$ cat config.mk
export PLATFORM = sky130hd
export DESIGN_NAME = flic_top
export DESIGN_NICKNAME = d
export VERILOG_FILES = /design/src/rtl/flic_pkg.sv /design/src/rtl/flic_top.sv /design/src/rtl/flic_arbiter.sv
export SDC_FILE = /design/constraint.sdc
export NUM_CORES = 1
export LEC_CHECK = 0
export ABC_AREA = 1
export BUFFER_PORTS_ARGS = -buffer_cell sky130_fd_sc_hd__buf_2
export CORE_MARGIN = 2
export CORE_UTILIZATION = 27
export CTS_BUF_LIST = sky130_fd_sc_hd__clkbuf_8
export CTS_CLUSTER_DIAMETER = 120
export CTS_CLUSTER_SIZE = 40
export DETAILED_ROUTE_END_ITERATION = 10
export PLACE_DENSITY = 0.58
export SLEW_MARGIN = 30
export SYNTH_ARGS = -nofsm -noshare
export SYNTH_HDL_FRONTEND = slang
export SYNTH_SLANG_ARGS = --single-unit
$ cat constraint.sdc
create_clock -name core_clk -period 4.75 [get_ports core_clk]
set_clock_uncertainty 0.05 [all_clocks]
set_input_delay 0.7125 -clock core_clk [delete_from_list [all_inputs] [get_ports core_clk]]
set_output_delay 0.7125 -clock core_clk [all_outputs]
set_load 0.02 [all_outputs]
$ cat src/rtl/flic_pkg.sv
// constants shared by the four-level interrupt controller files
// assumes one 20 MHz system clock and a synchronous active-high reset
package flic_pkg;

    // ************************************************************
    // sources and levels
    // ************************************************************
    localparam int SRC_COUNT = 16;
    localparam int SRC_IDX_W = 4;
    localparam int LVL_COUNT = 4;
    localparam int LVL_W = 2;
    localparam int EXT_COUNT = 4;

    localparam logic [3:0] SRC_EXT0 = 4'h0;
    localparam logic [3:0] SRC_TIMER0 = 4'h1;
    localparam logic [3:0] SRC_EXT1 = 4'h2;
    localparam logic [3:0] SRC_TIMER1 = 4'h3;
    localparam logic [3:0] SRC_UART0 = 4'h4;
    localparam logic [3:0] SRC_TIMER2 = 4'h5;
    localparam logic [3:0] SRC_EXT2 = 4'h6;
    localparam logic [3:0] SRC_EXT3 = 4'h7;
    localparam logic [3:0] SRC_SPI = 4'h8;
    localparam logic [3:0] SRC_ADC = 4'h9;
    localparam logic [3:0] SRC_PCA = 4'ha;
    localparam logic [3:0] SRC_SYSFLAG = 4'hb;
    localparam logic [3:0] SRC_UART1 = 4'hc;
    localparam logic [3:0] SRC_KEYPAD = 4'hd;
    localparam logic [3:0] SRC_TWOWIRE = 4'he;
    localparam logic [3:0] SRC_TIMER3 = 4'hf;
    localparam logic [15:0] EXT_SRC_IDX = {SRC_EXT3, SRC_EXT2, SRC_EXT1, SRC_EXT0};

    // ************************************************************
    // vector table
    // ************************************************************
    localparam logic [15:0] VEC_BASE = 16'h0003;
    localparam int VEC_STEP_SHIFT = 3;
    localparam logic [4:0] VEC_LAST_SLOT = 5'h10;

    // ************************************************************
    // control register bit positions
    // ************************************************************
    localparam int TCR_EXT0_TYPE_BIT = 0;
    localparam int TCR_EXT0_FLAG_BIT = 1;
    localparam int TCR_EXT1_TYPE_BIT = 2;
    localparam int TCR_EXT1_FLAG_BIT = 3;
    localparam int XCR_EXT2_TYPE_BIT = 0;
    localparam int XCR_EXT2_FLAG_BIT = 1;
    localparam int XCR_EXT3_TYPE_BIT = 4;
    localparam int XCR_EXT3_FLAG_BIT = 5;

    // ************************************************************
    // reset values
    // ************************************************************
    localparam logic [3:0] EXT_FLAG_RST = 4'h0;
    localparam logic [3:0] EXT_TYPE_RST = 4'h0;
    localparam logic [3:0] ACTIVE_RST = 4'h0;
    localparam logic [3:0] SYNC_RST = 4'hf;
    localparam logic [15:0] VECTOR_RST = 16'h0000;

endpackage

$ cat src/rtl/flic_top.sv
// four-level, sixteen-source interrupt controller with vector strobe
// assumes peripheral flags arrive on core_clk; external inputs are async pins
`timescale 1ns/1ps
// How it works
// - sixteen sources, each on one of four levels
// - request needs own enable and global enable
// - software writes flags like hardware does
// - same level: lower source number wins
// - vectors eight bytes apart, last skips slot
// - each external input level or edge typed
// - edge flags cleared on vector, level follows pin
// - timer 0/1 flags cleared on vector
// - uart0 request is rx or tx, software clears
// - timer2 overflow or external, never auto cleared
// - spi done flag requests, stays set
// - adc done flag requests, stays set
// - pca overflow or module flags, software clears
// - brownout or watchdog flags request, stay set
// - uart1 request is rx or tx, software clears
// - keypad match flag requests, stays set
// - two-wire state flag requests, stays set
// - timer3 overflow or external, never auto cleared
// - external flags at fixed control register bits
// - per-source high and low priority bits
// - 11 highest, 10, 01, 00 lowest
// - lower level never preempts, higher wins
// - block on active level, mid-instruction, reti/config
// - global enable low disables everything
module flic_top
    import flic_pkg::*;
(
    input wire logic core_clk,
    input wire logic rst,
    input wire logic clkEn,
    input wire logic [EXT_COUNT-1:0] extIrqInput,
    input wire logic timerCtrlWrite,
    input wire logic [7:0] timerCtrlData,
    input wire logic extCtrlWrite,
    input wire logic [7:0] extCtrlData,
    input wire logic globalIrqEnable,
    input wire logic [SRC_COUNT-1:0] irqEnable,
    input wire logic [SRC_COUNT-1:0] prioHigh,
    input wire logic [SRC_COUNT-1:0] prioLow,
    input wire logic timer0OverflowFlag,
    input wire logic timer1OverflowFlag,
    input wire logic timer2OverflowFlag,
    input wire logic timer2ExternalFlag,
    input wire logic timer3OverflowFlag,
    input wire logic timer3ExternalFlag,
    input wire logic uart0RxFlag,
    input wire logic uart0TxFlag,
    input wire logic uart1RxFlag,
    input wire logic uart1TxFlag,
    input wire logic spiDoneFlag,
    input wire logic adcDoneFlag,
    input wire logic pcaOverflowFlag,
    input wire logic [5:0] pcaModuleFlags,
    input wire logic brownout0Flag,
    input wire logic brownout1Flag,
    input wire logic watchdogOverflowFlag,
    input wire logic keypadMatchFlag,
    input wire logic twoWireStateFlag,
    input wire logic instrLastCycle,
    input wire logic noVectorInstr,
    input wire logic vectorAck,
    input wire logic irqReturn,
    output logic irqRequest_r,
    output logic [15:0] irqVector_r,
    output logic [SRC_IDX_W-1:0] irqSource_r,
    output logic [LVL_W-1:0] irqLevel_r,
    output logic [LVL_COUNT-1:0] activeLevels_r,
    output logic timer0FlagClear_r,
    output logic timer1FlagClear_r,
    output logic [7:0] timerCtrlImage_r,
    output logic [7:0] extCtrlImage_r
);

    // ************************************************************
    // helper functions
    // ************************************************************
    function automatic logic [15:0] vecAddr(input logic [SRC_IDX_W-1:0] idx);
        logic [4:0] slot;
        slot = (idx == SRC_TIMER3) ? VEC_LAST_SLOT : {1'b0, idx};
        return VEC_BASE + 16'({slot, 3'b000});
    endfunction

    function automatic logic [LVL_W:0] topActive(input logic [LVL_COUNT-1:0] act);
        logic [LVL_W:0] top;
        top = '0;
        for (int i = 0; i < LVL_COUNT; i++)
        begin
            if (act[i])
            begin
                top = {1'b1, LVL_W'(i)};
            end
        end
        return top;
    endfunction

    function automatic int flagBit(input int n);
        return (n == 0) ? TCR_EXT0_FLAG_BIT : (n == 1) ? TCR_EXT1_FLAG_BIT :
               (n == 2) ? XCR_EXT2_FLAG_BIT : XCR_EXT3_FLAG_BIT;
    endfunction

    function automatic int typeBit(input int n);
        return (n == 0) ? TCR_EXT0_TYPE_BIT : (n == 1) ? TCR_EXT1_TYPE_BIT :
               (n == 2) ? XCR_EXT2_TYPE_BIT : XCR_EXT3_TYPE_BIT;
    endfunction

    // ************************************************************
    // declarations
    // ************************************************************
    logic [EXT_COUNT-1:0] extSync1_r;
    logic [EXT_COUNT-1:0] extSync2_r;
    logic [EXT_COUNT-1:0] extPrev_r;
    logic [EXT_COUNT-1:0] extFlag;
    logic [EXT_COUNT-1:0] extType;
    logic [EXT_COUNT-1:0] extEdgeSet;
    logic [SRC_COUNT-1:0] rawReq;
    logic [SRC_COUNT-1:0] sampledReq_r;
    logic winValid;
    logic [SRC_IDX_W-1:0] winIdx;
    logic [LVL_W-1:0] winLevel;
    logic [LVL_W:0] topLvl;
    logic levelOk;
    logic blocked;
    logic ackTake;

    assign ackTake = vectorAck && irqRequest_r;
    assign topLvl = topActive(activeLevels_r);
    assign levelOk = !topLvl[LVL_W] || (winLevel > topLvl[LVL_W-1:0]);
    assign blocked = !instrLastCycle || noVectorInstr || !levelOk;

    // ************************************************************
    // external input synchronisers
    // ************************************************************
    always_ff @(posedge core_clk)
    begin
        if (rst)
        begin
            extSync1_r <= SYNC_RST;
            extSync2_r <= SYNC_RST;
            extPrev_r <= SYNC_RST;
        end
        else if (clkEn)
        begin
            extSync1_r <= extIrqInput;
            extSync2_r <= extSync1_r;
            extPrev_r <= extSync2_r;
        end
    end

    // ************************************************************
    // external request flags and trigger types
    // ************************************************************
    genvar g;
    generate
        for (g = 0; g < EXT_COUNT; g++)
        begin : g_ext
            logic flag_r;
            logic type_r;
            logic swWe;
            logic swFlag;
            logic swType;
            logic vecClr;
            assign swWe = (g < 2) ? timerCtrlWrite : extCtrlWrite;
            assign swFlag = (g < 2) ? timerCtrlData[flagBit(g)] : extCtrlData[flagBit(g)];
            assign swType = (g < 2) ? timerCtrlData[typeBit(g)] : extCtrlData[typeBit(g)];
            assign vecClr = ackTake && (irqSource_r == EXT_SRC_IDX[4*g +: 4]) && type_r;
            assign extEdgeSet[g] = type_r && extPrev_r[g] && !extSync2_r[g];
            assign extFlag[g] = flag_r;
            assign extType[g] = type_r;

            always_ff @(posedge core_clk)
            begin
                if (rst)
                begin
                    type_r <= EXT_TYPE_RST[g];
                end
                else if (clkEn && swWe)
                begin
                    type_r <= swType;
                end
            end

            always_ff @(posedge core_clk)
            begin
                if (rst)
                begin
                    flag_r <= EXT_FLAG_RST[g];
                end
                else if (clkEn)
                begin
                    if (!type_r)
                    begin
                        flag_r <= swWe ? swFlag : !extSync2_r[g];
                    end
                    else if (extEdgeSet[g])
                    begin
                        flag_r <= 1'b1;
                    end
                    else if (vecClr)
                    begin
                        flag_r <= 1'b0;
                    end
                    else if (swWe)
                    begin
                        flag_r <= swFlag;
                    end
                end
            end
        end
    endgenerate

    // ************************************************************
    // readback images of the control registers
    // ************************************************************
    always_ff @(posedge core_clk)
    begin
        if (rst)
        begin
            timerCtrlImage_r <= 8'h00;
            extCtrlImage_r <= 8'h00;
        end
        else if (clkEn)
        begin
            timerCtrlImage_r <= 8'h00;
            extCtrlImage_r <= 8'h00;
            timerCtrlImage_r[TCR_EXT0_FLAG_BIT] <= extFlag[0];
            timerCtrlImage_r[TCR_EXT1_FLAG_BIT] <= extFlag[1];
            timerCtrlImage_r[TCR_EXT0_TYPE_BIT] <= extType[0];
            timerCtrlImage_r[TCR_EXT1_TYPE_BIT] <= extType[1];
            extCtrlImage_r[XCR_EXT2_FLAG_BIT] <= extFlag[2];
            extCtrlImage_r[XCR_EXT3_FLAG_BIT] <= extFlag[3];
            extCtrlImage_r[XCR_EXT2_TYPE_BIT] <= extType[2];
            extCtrlImage_r[XCR_EXT3_TYPE_BIT] <= extType[3];
        end
    end

    // ************************************************************
    // source requests, sampled then polled
    // ************************************************************
    always_comb
    begin
        rawReq = '0;
        rawReq[SRC_EXT0] = extFlag[0];
        rawReq[SRC_TIMER0] = timer0OverflowFlag;
        rawReq[SRC_EXT1] = extFlag[1];
        rawReq[SRC_TIMER1] = timer1OverflowFlag;
        rawReq[SRC_UART0] = uart0RxFlag || uart0TxFlag;
        rawReq[SRC_TIMER2] = timer2OverflowFlag || timer2ExternalFlag;
        rawReq[SRC_EXT2] = extFlag[2];
        rawReq[SRC_EXT3] = extFlag[3];
        rawReq[SRC_SPI] = spiDoneFlag;
        rawReq[SRC_ADC] = adcDoneFlag;
        rawReq[SRC_PCA] = pcaOverflowFlag || (|pcaModuleFlags);
        rawReq[SRC_SYSFLAG] = brownout0Flag || brownout1Flag || watchdogOverflowFlag;
        rawReq[SRC_UART1] = uart1RxFlag || uart1TxFlag;
        rawReq[SRC_KEYPAD] = keypadMatchFlag;
        rawReq[SRC_TWOWIRE] = twoWireStateFlag;
        rawReq[SRC_TIMER3] = timer3OverflowFlag || timer3ExternalFlag;
    end

    always_ff @(posedge core_clk)
    begin
        if (rst)
        begin
            sampledReq_r <= '0;
        end
        else if (clkEn)
        begin
            sampledReq_r <= rawReq & irqEnable & {SRC_COUNT{globalIrqEnable}};
        end
    end

    flic_arbiter #(
        .N(SRC_COUNT)
    ) u_arbiter (
        .pend(sampledReq_r),
        .prioHigh(prioHigh),
        .prioLow(prioLow),
        .winValid(winValid),
        .winIdx(winIdx),
        .winLevel(winLevel)
    );

    // ************************************************************
    // vector request to the cpu
    // ************************************************************
    always_ff @(posedge core_clk)
    begin
        if (rst)
        begin
            irqRequest_r <= 1'b0;
            irqVector_r <= VECTOR_RST;
            irqSource_r <= '0;
            irqLevel_r <= '0;
        end
        else if (clkEn)
        begin
            if (ackTake)
            begin
                irqRequest_r <= 1'b0;
            end
            else
            begin
                irqRequest_r <= winValid && !blocked;
                irqVector_r <= vecAddr(winIdx);
                irqSource_r <= winIdx;
                irqLevel_r <= winLevel;
            end
        end
    end

    // ************************************************************
    // active levels and automatic clears
    // ************************************************************
    always_ff @(posedge core_clk)
    begin
        if (rst)
        begin
            activeLevels_r <= ACTIVE_RST;
        end
        else if (clkEn)
        begin
            if (ackTake)
            begin
                activeLevels_r[irqLevel_r] <= 1'b1;
            end
            else if (irqReturn && topLvl[LVL_W])
            begin
                activeLevels_r[topLvl[LVL_W-1:0]] <= 1'b0;
            end
        end
    end

    always_ff @(posedge core_clk)
    begin
        if (rst)
        begin
            timer0FlagClear_r <= 1'b0;
            timer1FlagClear_r <= 1'b0;
        end
        else if (clkEn)
        begin
            timer0FlagClear_r <= ackTake && (irqSource_r == SRC_TIMER0);
            timer1FlagClear_r <= ackTake && (irqSource_r == SRC_TIMER1);
        end
    end

    // ************************************************************
    // assertions
    // ************************************************************
    logic [SRC_COUNT-1:0] sameLvl;
    logic [SRC_COUNT-1:0] higherLvl;
    logic [SRC_COUNT-1:0] lowerIdx;
    always_comb
    begin
        sameLvl = '0;
        higherLvl = '0;
        lowerIdx = '0;
        for (int i = 0; i < SRC_COUNT; i++)
        begin
            sameLvl[i] = ({prioHigh[i], prioLow[i]} == winLevel);
            higherLvl[i] = ({prioHigh[i], prioLow[i]} > winLevel);
            lowerIdx[i] = (i < int'(winIdx));
        end
    end
endmodule

$ cat src/rtl/flic_arbiter.sv
// fixed-order, four-level winner select over the sampled requests
// assumes registered requests and level bits on the same clock
`timescale 1ns/1ps
module flic_arbiter
    import flic_pkg::*;
#(
    parameter int N = SRC_COUNT
)
(
    input wire logic [N-1:0] pend,
    input wire logic [N-1:0] prioHigh,
    input wire logic [N-1:0] prioLow,
    output logic winValid,
    output logic [SRC_IDX_W-1:0] winIdx,
    output logic [LVL_W-1:0] winLevel
);

    // ************************************************************
    // level first, then lowest source number
    // ************************************************************
    always_comb
    begin
        winValid = 1'b0;
        winIdx = '0;
        winLevel = '0;
        for (int lv = LVL_COUNT - 1; lv >= 0; lv--)
        begin
            for (int i = N - 1; i >= 0; i--)
            begin
                if (!winValid && pend[i] && ({prioHigh[i], prioLow[i]} == LVL_W'(lv)))
                begin
                    winIdx = SRC_IDX_W'(i);
                    winLevel = LVL_W'(lv);
                end
            end
            if (!winValid && (winIdx != '0 || (pend[0] && {prioHigh[0], prioLow[0]} == LVL_W'(lv))))
            begin
                winValid = 1'b1;
            end
            else if (!winValid)
            begin
                winIdx = '0;
            end
        end
    end

endmodule

Yosys cells after proc, flatten, opt, wreduce, memory -nomap -nowiden
Cells that the tools add are included.
{"block": "totals", "register_bits": 73, "out_inout_bits": 45}
{"block": "op_classes", "order_cmp": 5, "n_eq_ne": 58, "mux": 171, "n_reduce_logical": 197, "n_addsub": 1, "n_bitwise": 6}
{"operator": "two-way mux 4 bit", "count": 73}
{"operator": "logical AND 1 bit", "count": 143}
{"operator": "two-way mux 2 bit", "count": 64}
{"operator": "== test 2 bit (second input constant)", "count": 32}
{"operator": "bitwise AND 16 bit", "count": 2}
{"operator": "== test 2 x 1 -> 1 bit (second input constant)", "count": 16}
{"operator": "zero test 2 bit", "count": 16}
{"operator": "two-way mux 1 bit", "count": 27}
{"operator": "!= test 4 x 3 -> 1 bit (second input constant)", "count": 4}
{"operator": "nonzero test 4 bit", "count": 4}
{"operator": "logical OR 1 bit", "count": 14}
{"operator": "two-way mux 3 bit", "count": 4}
{"operator": "AND reduction 2 bit", "count": 6}
{"operator": "zero test 1 bit", "count": 11}
{"operator": "adder 2 x 8 -> 9 bit (first input constant)", "count": 1}
{"operator": "== test 4 x 2 -> 1 bit (second input constant)", "count": 2}
{"operator": "== test 4 x 3 -> 1 bit (second input constant)", "count": 2}
{"operator": "less-than comparator 2 x 3 -> 1 bit (second input constant)", "count": 2}
{"operator": "OR reduction 6 bit", "count": 1}
{"operator": "two-way mux 5 bit", "count": 1}
{"operator": "bitwise AND 4 bit", "count": 1}
{"operator": "demux 1 bit (select 2 bit)", "count": 2}
{"operator": "== test 4 x 1 -> 1 bit (second input constant)", "count": 1}
{"operator": "== test 4 bit (second input constant)", "count": 1}
{"operator": "other kinds (7)", "count": 8}

Depth between registers and ports, before layout
Gate-level depths: netlist of the first run.
{"block": "logic_depth", "depth_word": 93, "mapped_depth": 68, "depth_no_buf": 68}

By module
From an unflattened synthesis of the first run, not the netlist that was laid out.
{"block": "unflattened", "cells_unflattened": 690, "area_unflattened_um2": 4385.5}
{"mod": "flic_top", "cells_per_inst": 365, "seq_area_each_um2": 1261.2, "area_each_um2": 2810.2, "instances": 1}
{"mod": "flic_arbiter", "cells_per_inst": 325, "seq_area_each_um2": 0.0, "area_each_um2": 1575.3, "instances": 1}

Worst setup path after synthesis of the first run
OpenSTA, ideal clock, no wires.
{"block": "synth_timing", "kind": "in2reg", "start": "in prioLow[1]", "end": "reg irqVector_r[3]", "t_required_ns": 4.569, "cell_stages": 53, "setup_slack_ns": 0.561, "n_path_buf": 1, "t_arrival_ns": 4.009, "setup_ns": 0.131, "cell_sequence": "nand2_1 inv_2 nand2_2 nand2_1 nor2_2 nand2_1 nor2_4 inv_2 nor3_2 inv_2 nand2_1 nand2_1 nand2_1 nand2_1 nand2_1 nand2_1 nand2_1 nand2_1 (+17 left out) nand2_1 nand2_1 nand2_1 nand2_1 nand2_1 nand2_2 a21oi_4 buf_4 nand3b_1 nand2_1 o21ai_1 nand2_1 nand3_1 nand2_1 nor2_1 nand4_2 nand2_1 a21oi_2"}
{"block": "synth_via", "elab_chain_len": 79, "elab_cells_between_ends": 178}
{"element": "start: declaration", "line": "flic_top.sv:43", "text": "input wire logic [SRC_COUNT-1:0] prioLow,"}
{"element": "== test 2 bit", "line": "flic_arbiter.sv:30", "text": "if (!winValid && pend[i] && ({prioHigh[i], prioLow[i]} == LVL_W'(lv)))"}
{"element": "logical AND 1 bit", "line": "flic_arbiter.sv:30"}
{"element": "two-way mux 4 bit (2 in a row)", "line": "flic_arbiter.sv:30"}
{"element": "nonzero test 4 bit", "line": "flic_arbiter.sv:36", "text": "if (!winValid && (winIdx != '0 || (pend[0] && {prioHigh[0], prioLow[0]} == LVL_W'(lv))))"}
{"element": "logical OR 1 bit", "line": "flic_arbiter.sv:36"}
{"element": "two-way mux 1 bit", "line": "flic_arbiter.sv:36"}
{"element": "zero test 1 bit", "line": "flic_arbiter.sv:30, flic_arbiter.sv:36"}
{"element": "logical AND 1 bit (2 in a row)", "line": "flic_arbiter.sv:30"}
{"element": "(+46 left out)"}
{"element": "two-way mux 4 bit (16 in a row)", "line": "flic_arbiter.sv:30"}
{"element": "nonzero test 4 bit", "line": "flic_arbiter.sv:36"}
{"element": "logical OR 1 bit", "line": "flic_arbiter.sv:36"}
{"element": "logical AND 1 bit", "line": "flic_arbiter.sv:36"}
{"element": "two-way mux 4 bit *", "line": "flic_arbiter.sv:36"}
{"element": "== test 4 bit", "line": "flic_top.sv:83", "text": "slot = (idx == SRC_TIMER3) ? VEC_LAST_SLOT : {1'b0, idx};"}
{"element": "two-way mux 5 bit *", "line": "flic_top.sv:83"}
{"element": "adder 2 x 8 -> 9 bit *", "line": "flic_top.sv:84", "text": "return VEC_BASE + 16'({slot, 3'b000});"}
{"element": "end signal: assignment", "line": "flic_top.sv:308", "text": "irqVector_r <= vecAddr(winIdx);"}
{"element": "end: declaration", "line": "flic_top.sv:68", "text": "output logic [15:0] irqVector_r,"}
Every way passes the cells marked *; elsewhere a longest branch is shown, timed or not.
A chain may end at the register's enable or synchronous reset.

Final worst setup path of the first run
{"block": "layout_timing", "start": "in prioHigh[15]", "end": "reg irqSource_r[0]"}
{"block": "layout_via", "elab_chain_len": 90, "elab_cells_between_ends": 189}
{"element": "start: declaration", "line": "flic_top.sv:42", "text": "input wire logic [SRC_COUNT-1:0] prioHigh,"}
{"element": "== test 2 bit", "line": "flic_arbiter.sv:30"}
{"element": "logical AND 1 bit", "line": "flic_arbiter.sv:30"}
{"element": "two-way mux 4 bit (16 in a row)", "line": "flic_arbiter.sv:30"}
{"element": "nonzero test 4 bit", "line": "flic_arbiter.sv:36"}
{"element": "logical OR 1 bit", "line": "flic_arbiter.sv:36"}
{"element": "two-way mux 1 bit", "line": "flic_arbiter.sv:36"}
{"element": "zero test 1 bit", "line": "flic_arbiter.sv:30, flic_arbiter.sv:36"}
{"element": "logical AND 1 bit (2 in a row)", "line": "flic_arbiter.sv:30"}
{"element": "(+42 left out)"}
{"element": "two-way mux 1 bit", "line": "flic_arbiter.sv:36"}
{"element": "zero test 1 bit", "line": "flic_arbiter.sv:30, flic_arbiter.sv:36"}
{"element": "logical AND 1 bit (2 in a row)", "line": "flic_arbiter.sv:30"}
{"element": "two-way mux 4 bit (16 in a row)", "line": "flic_arbiter.sv:30"}
{"element": "nonzero test 4 bit", "line": "flic_arbiter.sv:36"}
{"element": "logical OR 1 bit", "line": "flic_arbiter.sv:36"}
{"element": "logical AND 1 bit", "line": "flic_arbiter.sv:36"}
{"element": "two-way mux 4 bit *", "line": "flic_arbiter.sv:36"}
{"element": "end signal: assignment", "line": "flic_top.sv:309", "text": "irqSource_r <= winIdx;"}
{"element": "end: declaration", "line": "flic_top.sv:69", "text": "output logic [SRC_IDX_W-1:0] irqSource_r,"}
Marked as above.

==> results of run 1 <==
==> cell type report <==
type                       instances  area [um^2]
multi-input combinational        490         2430
clock inverter                     6         83.8
antenna                            2         5.00
timing repair buffer             205         1270
tap                              184          230
fill                            1609         8930
sequential                        63         1260
inverter                          78          293
clock buffer                      10          138
==> sequential cells by signal, summed over array words and instances, names as in the netlist <==
register           flops
timerCtrlImage_r       4
extCtrlImage_r         4
timer1FlagClear_r      1
irqLevel_r             2
sampledReq_r          16
irqRequest_r           1
timer0FlagClear_r      1
g_ext.type_r           4
irqVector_r            6
activeLevels_r         4
g_ext.flag_r           4
extPrev_r              4
irqSource_r            4
extSync1_r             4
extSync2_r             4
==> path summary, 6_finish.rpt <==
path / slack, ps / endpoint
worst min-delay path: 410 / extSync1_r[3]
worst max register to register: 90 / irqSource_r[0]
worst max-delay path: 50 / irqSource_r[0]
worst min register to register: 410 / extSync1_r[3]
==> synth_stat cells (all sizes together), types with 5 or more instances <==
cell    count  area share
a32oi      14       0.030
dfxtp      63        0.31
nand3      49       0.064
clkbuf     15       0.014
nand4      12       0.020
a31oi       7       0.011
nand2     179        0.17
o21ai      37       0.045
inv        77       0.071
o211ai      5      0.0092
buf        23       0.040
nor3       13       0.018
a21oi      40       0.053
nor2       83       0.081
==> per-layer routing <==
layer | track usage | up-vias | share of wire
met5 | 0 | - | 0
met4 | 0.0601 | 0 | 0.017
met3 | 0.0261 | 15 | 0.053
met2 | 0.278 | 137 | 0.45
met1 | 0.238 | 2165 | 0.48
li1 | - | 2524 | -
==> cells in the final DEF (no fill, tap or decap), drive strengths merged, types with 5 or more instances in the layout <==
cell / instances
dfxtp: 63
a31oi: 7
inv: 77
o21ai: 37
clkbuf: 10
a32oi: 14
buf: 205
o211ai: 5
nand3: 49
nor2: 83
clkinv: 5
conb: 17
a21oi: 40
nand2: 179
nor3: 13
nand4: 12
==> per-stage QoR <==
stage	TNS, ps	setup slack, ps	cell area [um^2]
6_report	0	45.9	5710
5_1_grt	-4300	-519	5710
4_1_cts	0	5.66	5590
3_5_place_dp	-2650	-358	5370
3_3_place_gp	-2180	-304	5370
2_1_floorplan	0	561	4140
==> kinds of logic after synthesis <==
| kind of cell | share of synthesized area |
|---|---|
| and+or+nand+nor | 0.375 |
| buffers and inverters | 0.125 |
| adders and majority gates | 0.00614 |
| other | 0.000920 |
| AOI/OAI and AO/OA | 0.183 |
| DFF | 0.309 |
==> critical path, delay by kind of cell <==
family	cells	cell delay, ps
compound gates	4	670
buf+inv	14	1560
simple gates	17	1890
==> power groups by stage <==
| stage | Combinational (uW) | Sequential (uW) | Clock (uW) |
|---|---|---|---|
| 6_report | 452 | 582 | 520 |
| 5_1_grt | 501 | 586 | 560 |
| 4_1_cts | 423 | 581 | 535 |
| 3_5_place_dp | 420 | 593 | 0 |
| 3_3_place_gp | 420 | 593 | 0 |
| 2_1_floorplan | 231 | 606 | 0 |
==> what timing repair did <==
| action | in CTS | in global routing |
|---|---|---|
| resized for setup | 0 | 28 |
| buffers inserted | 0 | 1 |
| hold buffers | 0 | 0 |
| endpoints found under the setup margin | 0 | 10 |
==> impl_metrics.yaml, run 1 <==
run_status:
  status: "finished, final reports clean"
yosys:
  post_synth_num_cell_types: 41
  synth_seq_area_share: 0.309
  yosys_register_bits: 63
  yosys_warning_count: 0
  postSynth.asyncResetShare: 0
  synth_enable_flop_cells: 0
  postSynthAreaPerCell_um2: 6.24
  ys_dominant_reg_cell: "sky130_fd_sc_hd__dfxtp_1"
  synthesis.instances: 653
  synth_area_mm2: 0.00408
power_and_ir_drop:
  post-layout-total-power_uw: 1550
  leakage_uw: 0.00286
  pwr_density_cell_mw_per_mm2: 272
  comb_power_share: 0.291
  vdd_drop_max_mv: 0.178
  clock_power_share: 0.335
  seqPwrFrac: 0.374
  power.switching_uw: 501
  switching_share: 0.323
  internal_power_uw: 1050
worst_setup_path:
  timing.critical_path.slowest_stage_cell: "sky130_fd_sc_hd__a21oi_4"
  cp-start-kind: "input port"
  path_common_cell: "sky130_fd_sc_hd__inv_1"
  path_max_fanout: 8
  critPathLaunch: "prioHigh[15]"
  crit_arrival_ps: 4850
  worst_path_largest_cell_delay_ps: 340
  worst-endpoint-required_ps: 4900
  ff2ff_path_depth: 34
  regToRegStartpoint: "sampledReq_r[15]"
  timing_worst_setup_path_type: "input port to flop"
  endpoint_kind: "flop"
clock_tree:
  cts_root_buffer: "sky130_fd_sc_hd__clkbuf_8"
  numCtsBuffers: 9
  numClockSinks: 63
  clk-insertion-delay-late_ps: 340
  clock_tree.htree_level_count: 3
  tritoncts: "built"
  cts.reportedPaths.clkPinSlew_ps: 70
  maximum_number_of_buffers_from_clock_root_to_sink: 2
finish:
  final_util: 0.390
  layout-drive-gt1-share: 0.310
  final-instance-count-excl-fill: 1038
  nets: 951
  syn_to_final_growth_pct: 40.2
route:
  wire_per_inst_um: 13.6
  routed-via-count: 4841
  vias_per_cell: 4.66
  drcViolationCount: 0
  routed_wl_mm: 14.1
  postRouteAntennaNets: 0
  dr.pass1.iters: 5
  drt_iter0_markers: 299
sta:
  setup_repair_after_global_routing_missed_its_margin: "yes"
  finalSetupViolCount: 0
  final.hold.worst_slack_ps: 410
  timing.slew.headroom: 0.460
  max_clock_freq_mhz: 213
  period_needed_ps: 4700
  final-max-slew-violation-count: 0
  timing.final.crit_share: 0.990
  endpoints_failing_hold: 0
  worst_slew_pin_slew_ps: 810
placement:
  dp_hpwl_mm: 11.1
  place.port_buffers: 121
  gp_congestion: 0.903
  dp_cells: 1018
global_route:
  grt_util_all_layers: 0.174
  first_pass_grt_wire_length_mm: 22.3
  antenna_found_initial: 3
  maximum_number_of_pins_on_one_net_before_global_route_repair: 41
  grt_remaining_overflow: 0
  grt_pass1_vias: 4512
floorplanning:
  pin_count: 147
  design.die.area_mm2: 0.0161
  core_region_area_mm2: 0.0146
  fp.dieW_um: 127
  start_util: 0.278
  fp-row-count: 44
  die_height_um: 127
worst_hold_path:
  holdPathStages: 2
  min_path_type: "flop to flop"
  worst_min_delay_path_startpoint: "extSync1_r[3]"
run:
  maxCapViolations: 0
(Power assumes the default switching activity.)
==> run 2: changes to the inputs <==
Settings changed: PLACE_DENSITY 0.58 to default.
==> impl_metrics.yaml, run 2 (synthesized netlist as in run 1, its figures left out) <==
run_status:
  status: "finished, final reports clean"
finish:
  regArea_mm2: 0.00126
  layout-drive-gt1-share: 0.307
  antenna-diode-count: 0
  largest_reg_flops: 16
  nets: 955
  final_util: 0.388
  multi_input_area_mm2: 0.00242
  syn_to_final_growth_pct: 39.4
  final_instance_area_mm2: 0.00568
  filler_cell_count: 1634
  regs_by_ff_count: "sampledReq_r: 16 flops, irqVector_r: 6 flops"
  top_register: "sampledReq_r"
  mostFrequentLayoutCell: "sky130_fd_sc_hd__nand2_1"
  most-common-layout-cells: "sky130_fd_sc_hd__nand2_1, sky130_fd_sc_hd__buf_2, sky130_fd_sc_hd__buf_4"
global_route:
  antenna_found_initial: 0
  grt_pass1_vias: 4473
  grt_remaining_overflow: 0
  first_pass_grt_wire_length_mm: 22.1
  maximum_number_of_pins_on_one_net_before_global_route_repair: 41
  grt_util_all_layers: 0.172
floorplanning:
  fp-row-count: 44
  core_region_area_mm2: 0.0146
  design.die.area_mm2: 0.0161
  die_height_um: 127
  pin_count: 147
  fp.dieW_um: 127
  start_util: 0.278
worst_hold_path:
  hold-path-endpoint: "extSync1_r[3]"
  holdPathStages: 2
  min_path_type: "flop to flop"
  worst_min_delay_path_startpoint: "extSync1_r[3]"
worst_setup_path:
  crit_arrival_ps: 4800
  timing.critical_path.slowest_stage_cell: "sky130_fd_sc_hd__a21oi_4"
  timing.rr.end: "irqVector_r[6]"
  timing_worst_setup_path_type: "input port to flop"
  worst_path_largest_cell_delay_ps: 280
  cp-start-kind: "input port"
  endpoint_kind: "flop"
  regToRegStartpoint: "sampledReq_r[15]"
  worst-r2r-setup-slack_ps: 130
  path_max_fanout: 7
  path_common_cell: "sky130_fd_sc_hd__nand2_1"
  ff2ff_path_depth: 41
  worst-endpoint-required_ps: 4890
route:
  routed_wl_mm: 13.9
  vias_per_cell: 4.68
  dr.pass1.iters: 7
  drt_iter0_markers: 257
  drcViolationCount: 0
  wire_per_inst_um: 13.4
  postRouteAntennaNets: 0
  routed-via-count: 4867
clock_tree:
  cts.reportedPaths.clkPinSlew_ps: 80
  numCtsBuffers: 9
  cts_root_buffer: "sky130_fd_sc_hd__clkbuf_8"
  post_cts_hold_buffer_count: 0
  clock_tree.htree_level_count: 3
  tritoncts: "built"
  numClockSinks: 63
  clk-insertion-delay-late_ps: 340
  maximum_number_of_buffers_from_clock_root_to_sink: 2
sta:
  setup_repair_after_global_routing_missed_its_margin: "yes"
  finalSetupViolCount: 0
  setup-tns-final_ps: 0
  endpoints_failing_hold: 0
  final-max-slew-violation-count: 0
  max_clock_freq_mhz: 215
  period_needed_ps: 4660
  timing.slew.headroom: 0.469
  timing.final.crit_share: 0.980
  worst_slew_pin_slew_ps: 796
power_and_ir_drop:
  leakage_uw: 0.00286
  vdd_drop_max_mv: 0.177
  pwr_density_cell_mw_per_mm2: 260
placement:
  dp_hpwl_mm: 11.1
  place.port_buffers: 121
  gp_congestion: 0.861
  post_dp_cell_area_mm2: 0.00541
run:
  maxCapViolations: 0
==> run 2: changes by cell type in the layout (fill, tap and decap cells not counted), moves of 2 or more <==
cell                      before  now
sky130_fd_sc_hd__buf_4        82   87
sky130_fd_sc_hd__nand2_1     167  172
sky130_fd_sc_hd__nand2_2      11    6
sky130_fd_sc_hd__buf_6         6    4
sky130_fd_sc_hd__diode_2       2    0
sky130_fd_sc_hd__nor2_2        4    6
==> run 2: what timing repair did <==
action                                  in CTS  in global routing
setup buffers                                0                  1
endpoints found under the setup margin       0                 10
gates resized for setup                      0                 19
==> run 2: report_power, final <==
part	internal, uW	switching, uW	leakage [uW]
Combinational	183	260	0.00225
Sequential	558	23.7	0.000516
Clock	238	215	0.000100
Total	979	499	0.00286
==> run 2: metal layers <==
metal	track usage	share of wire
met3	0.0346	0.059
met4	0.0537	0.018
met2	0.280	0.45
met5	0	0
met1	0.231	0.48
==> run 2: cell type report <==
cell class              instances  area share
clock inverters                 7      0.0115
multi-input cells             490       0.426
repair buffers                209       0.227
clock buffers                   9      0.0218
inverters                      78      0.0515
flip-flops and latches         63       0.222
well taps                     184      0.0405
==> run 2: worst max-delay path by stage <==
stage,cells past startpoint,from,end,slack [ps]
finish,51,prioHigh[10],irqVector_r[6],90
global route,61,prioHigh[15],irqVector_r[4],-560
CTS,42,prioHigh[15],irqVector_r[5],60
global placement,61,prioHigh[15],irqVector_r[5],-320
floorplan,53,prioLow[1],irqVector_r[3],560
detailed placement,42,prioHigh[15],irqVector_r[5],-290
==> run 2: metrics by stage <==
step,setup WS [ps],hold slack (ps),cells,power [uW]
2_1_floorplan,561,374,669,837
3_3_place_gp,-322,389,1023,1020
3_5_place_dp,-287,392,1023,1020
4_1_cts,60.0,412,1039,1480
5_1_grt,-560,437,1040,1570
6_report,95.0,411,1040,1480
==> run 2: critical path, delay by kind of cell <==
family / cells / cell delay [ps]
buffers and inverters: 3 / 270
AND/OR/NAND/NOR: 44 / 3270
AO/OA/AOI/OAI: 4 / 520
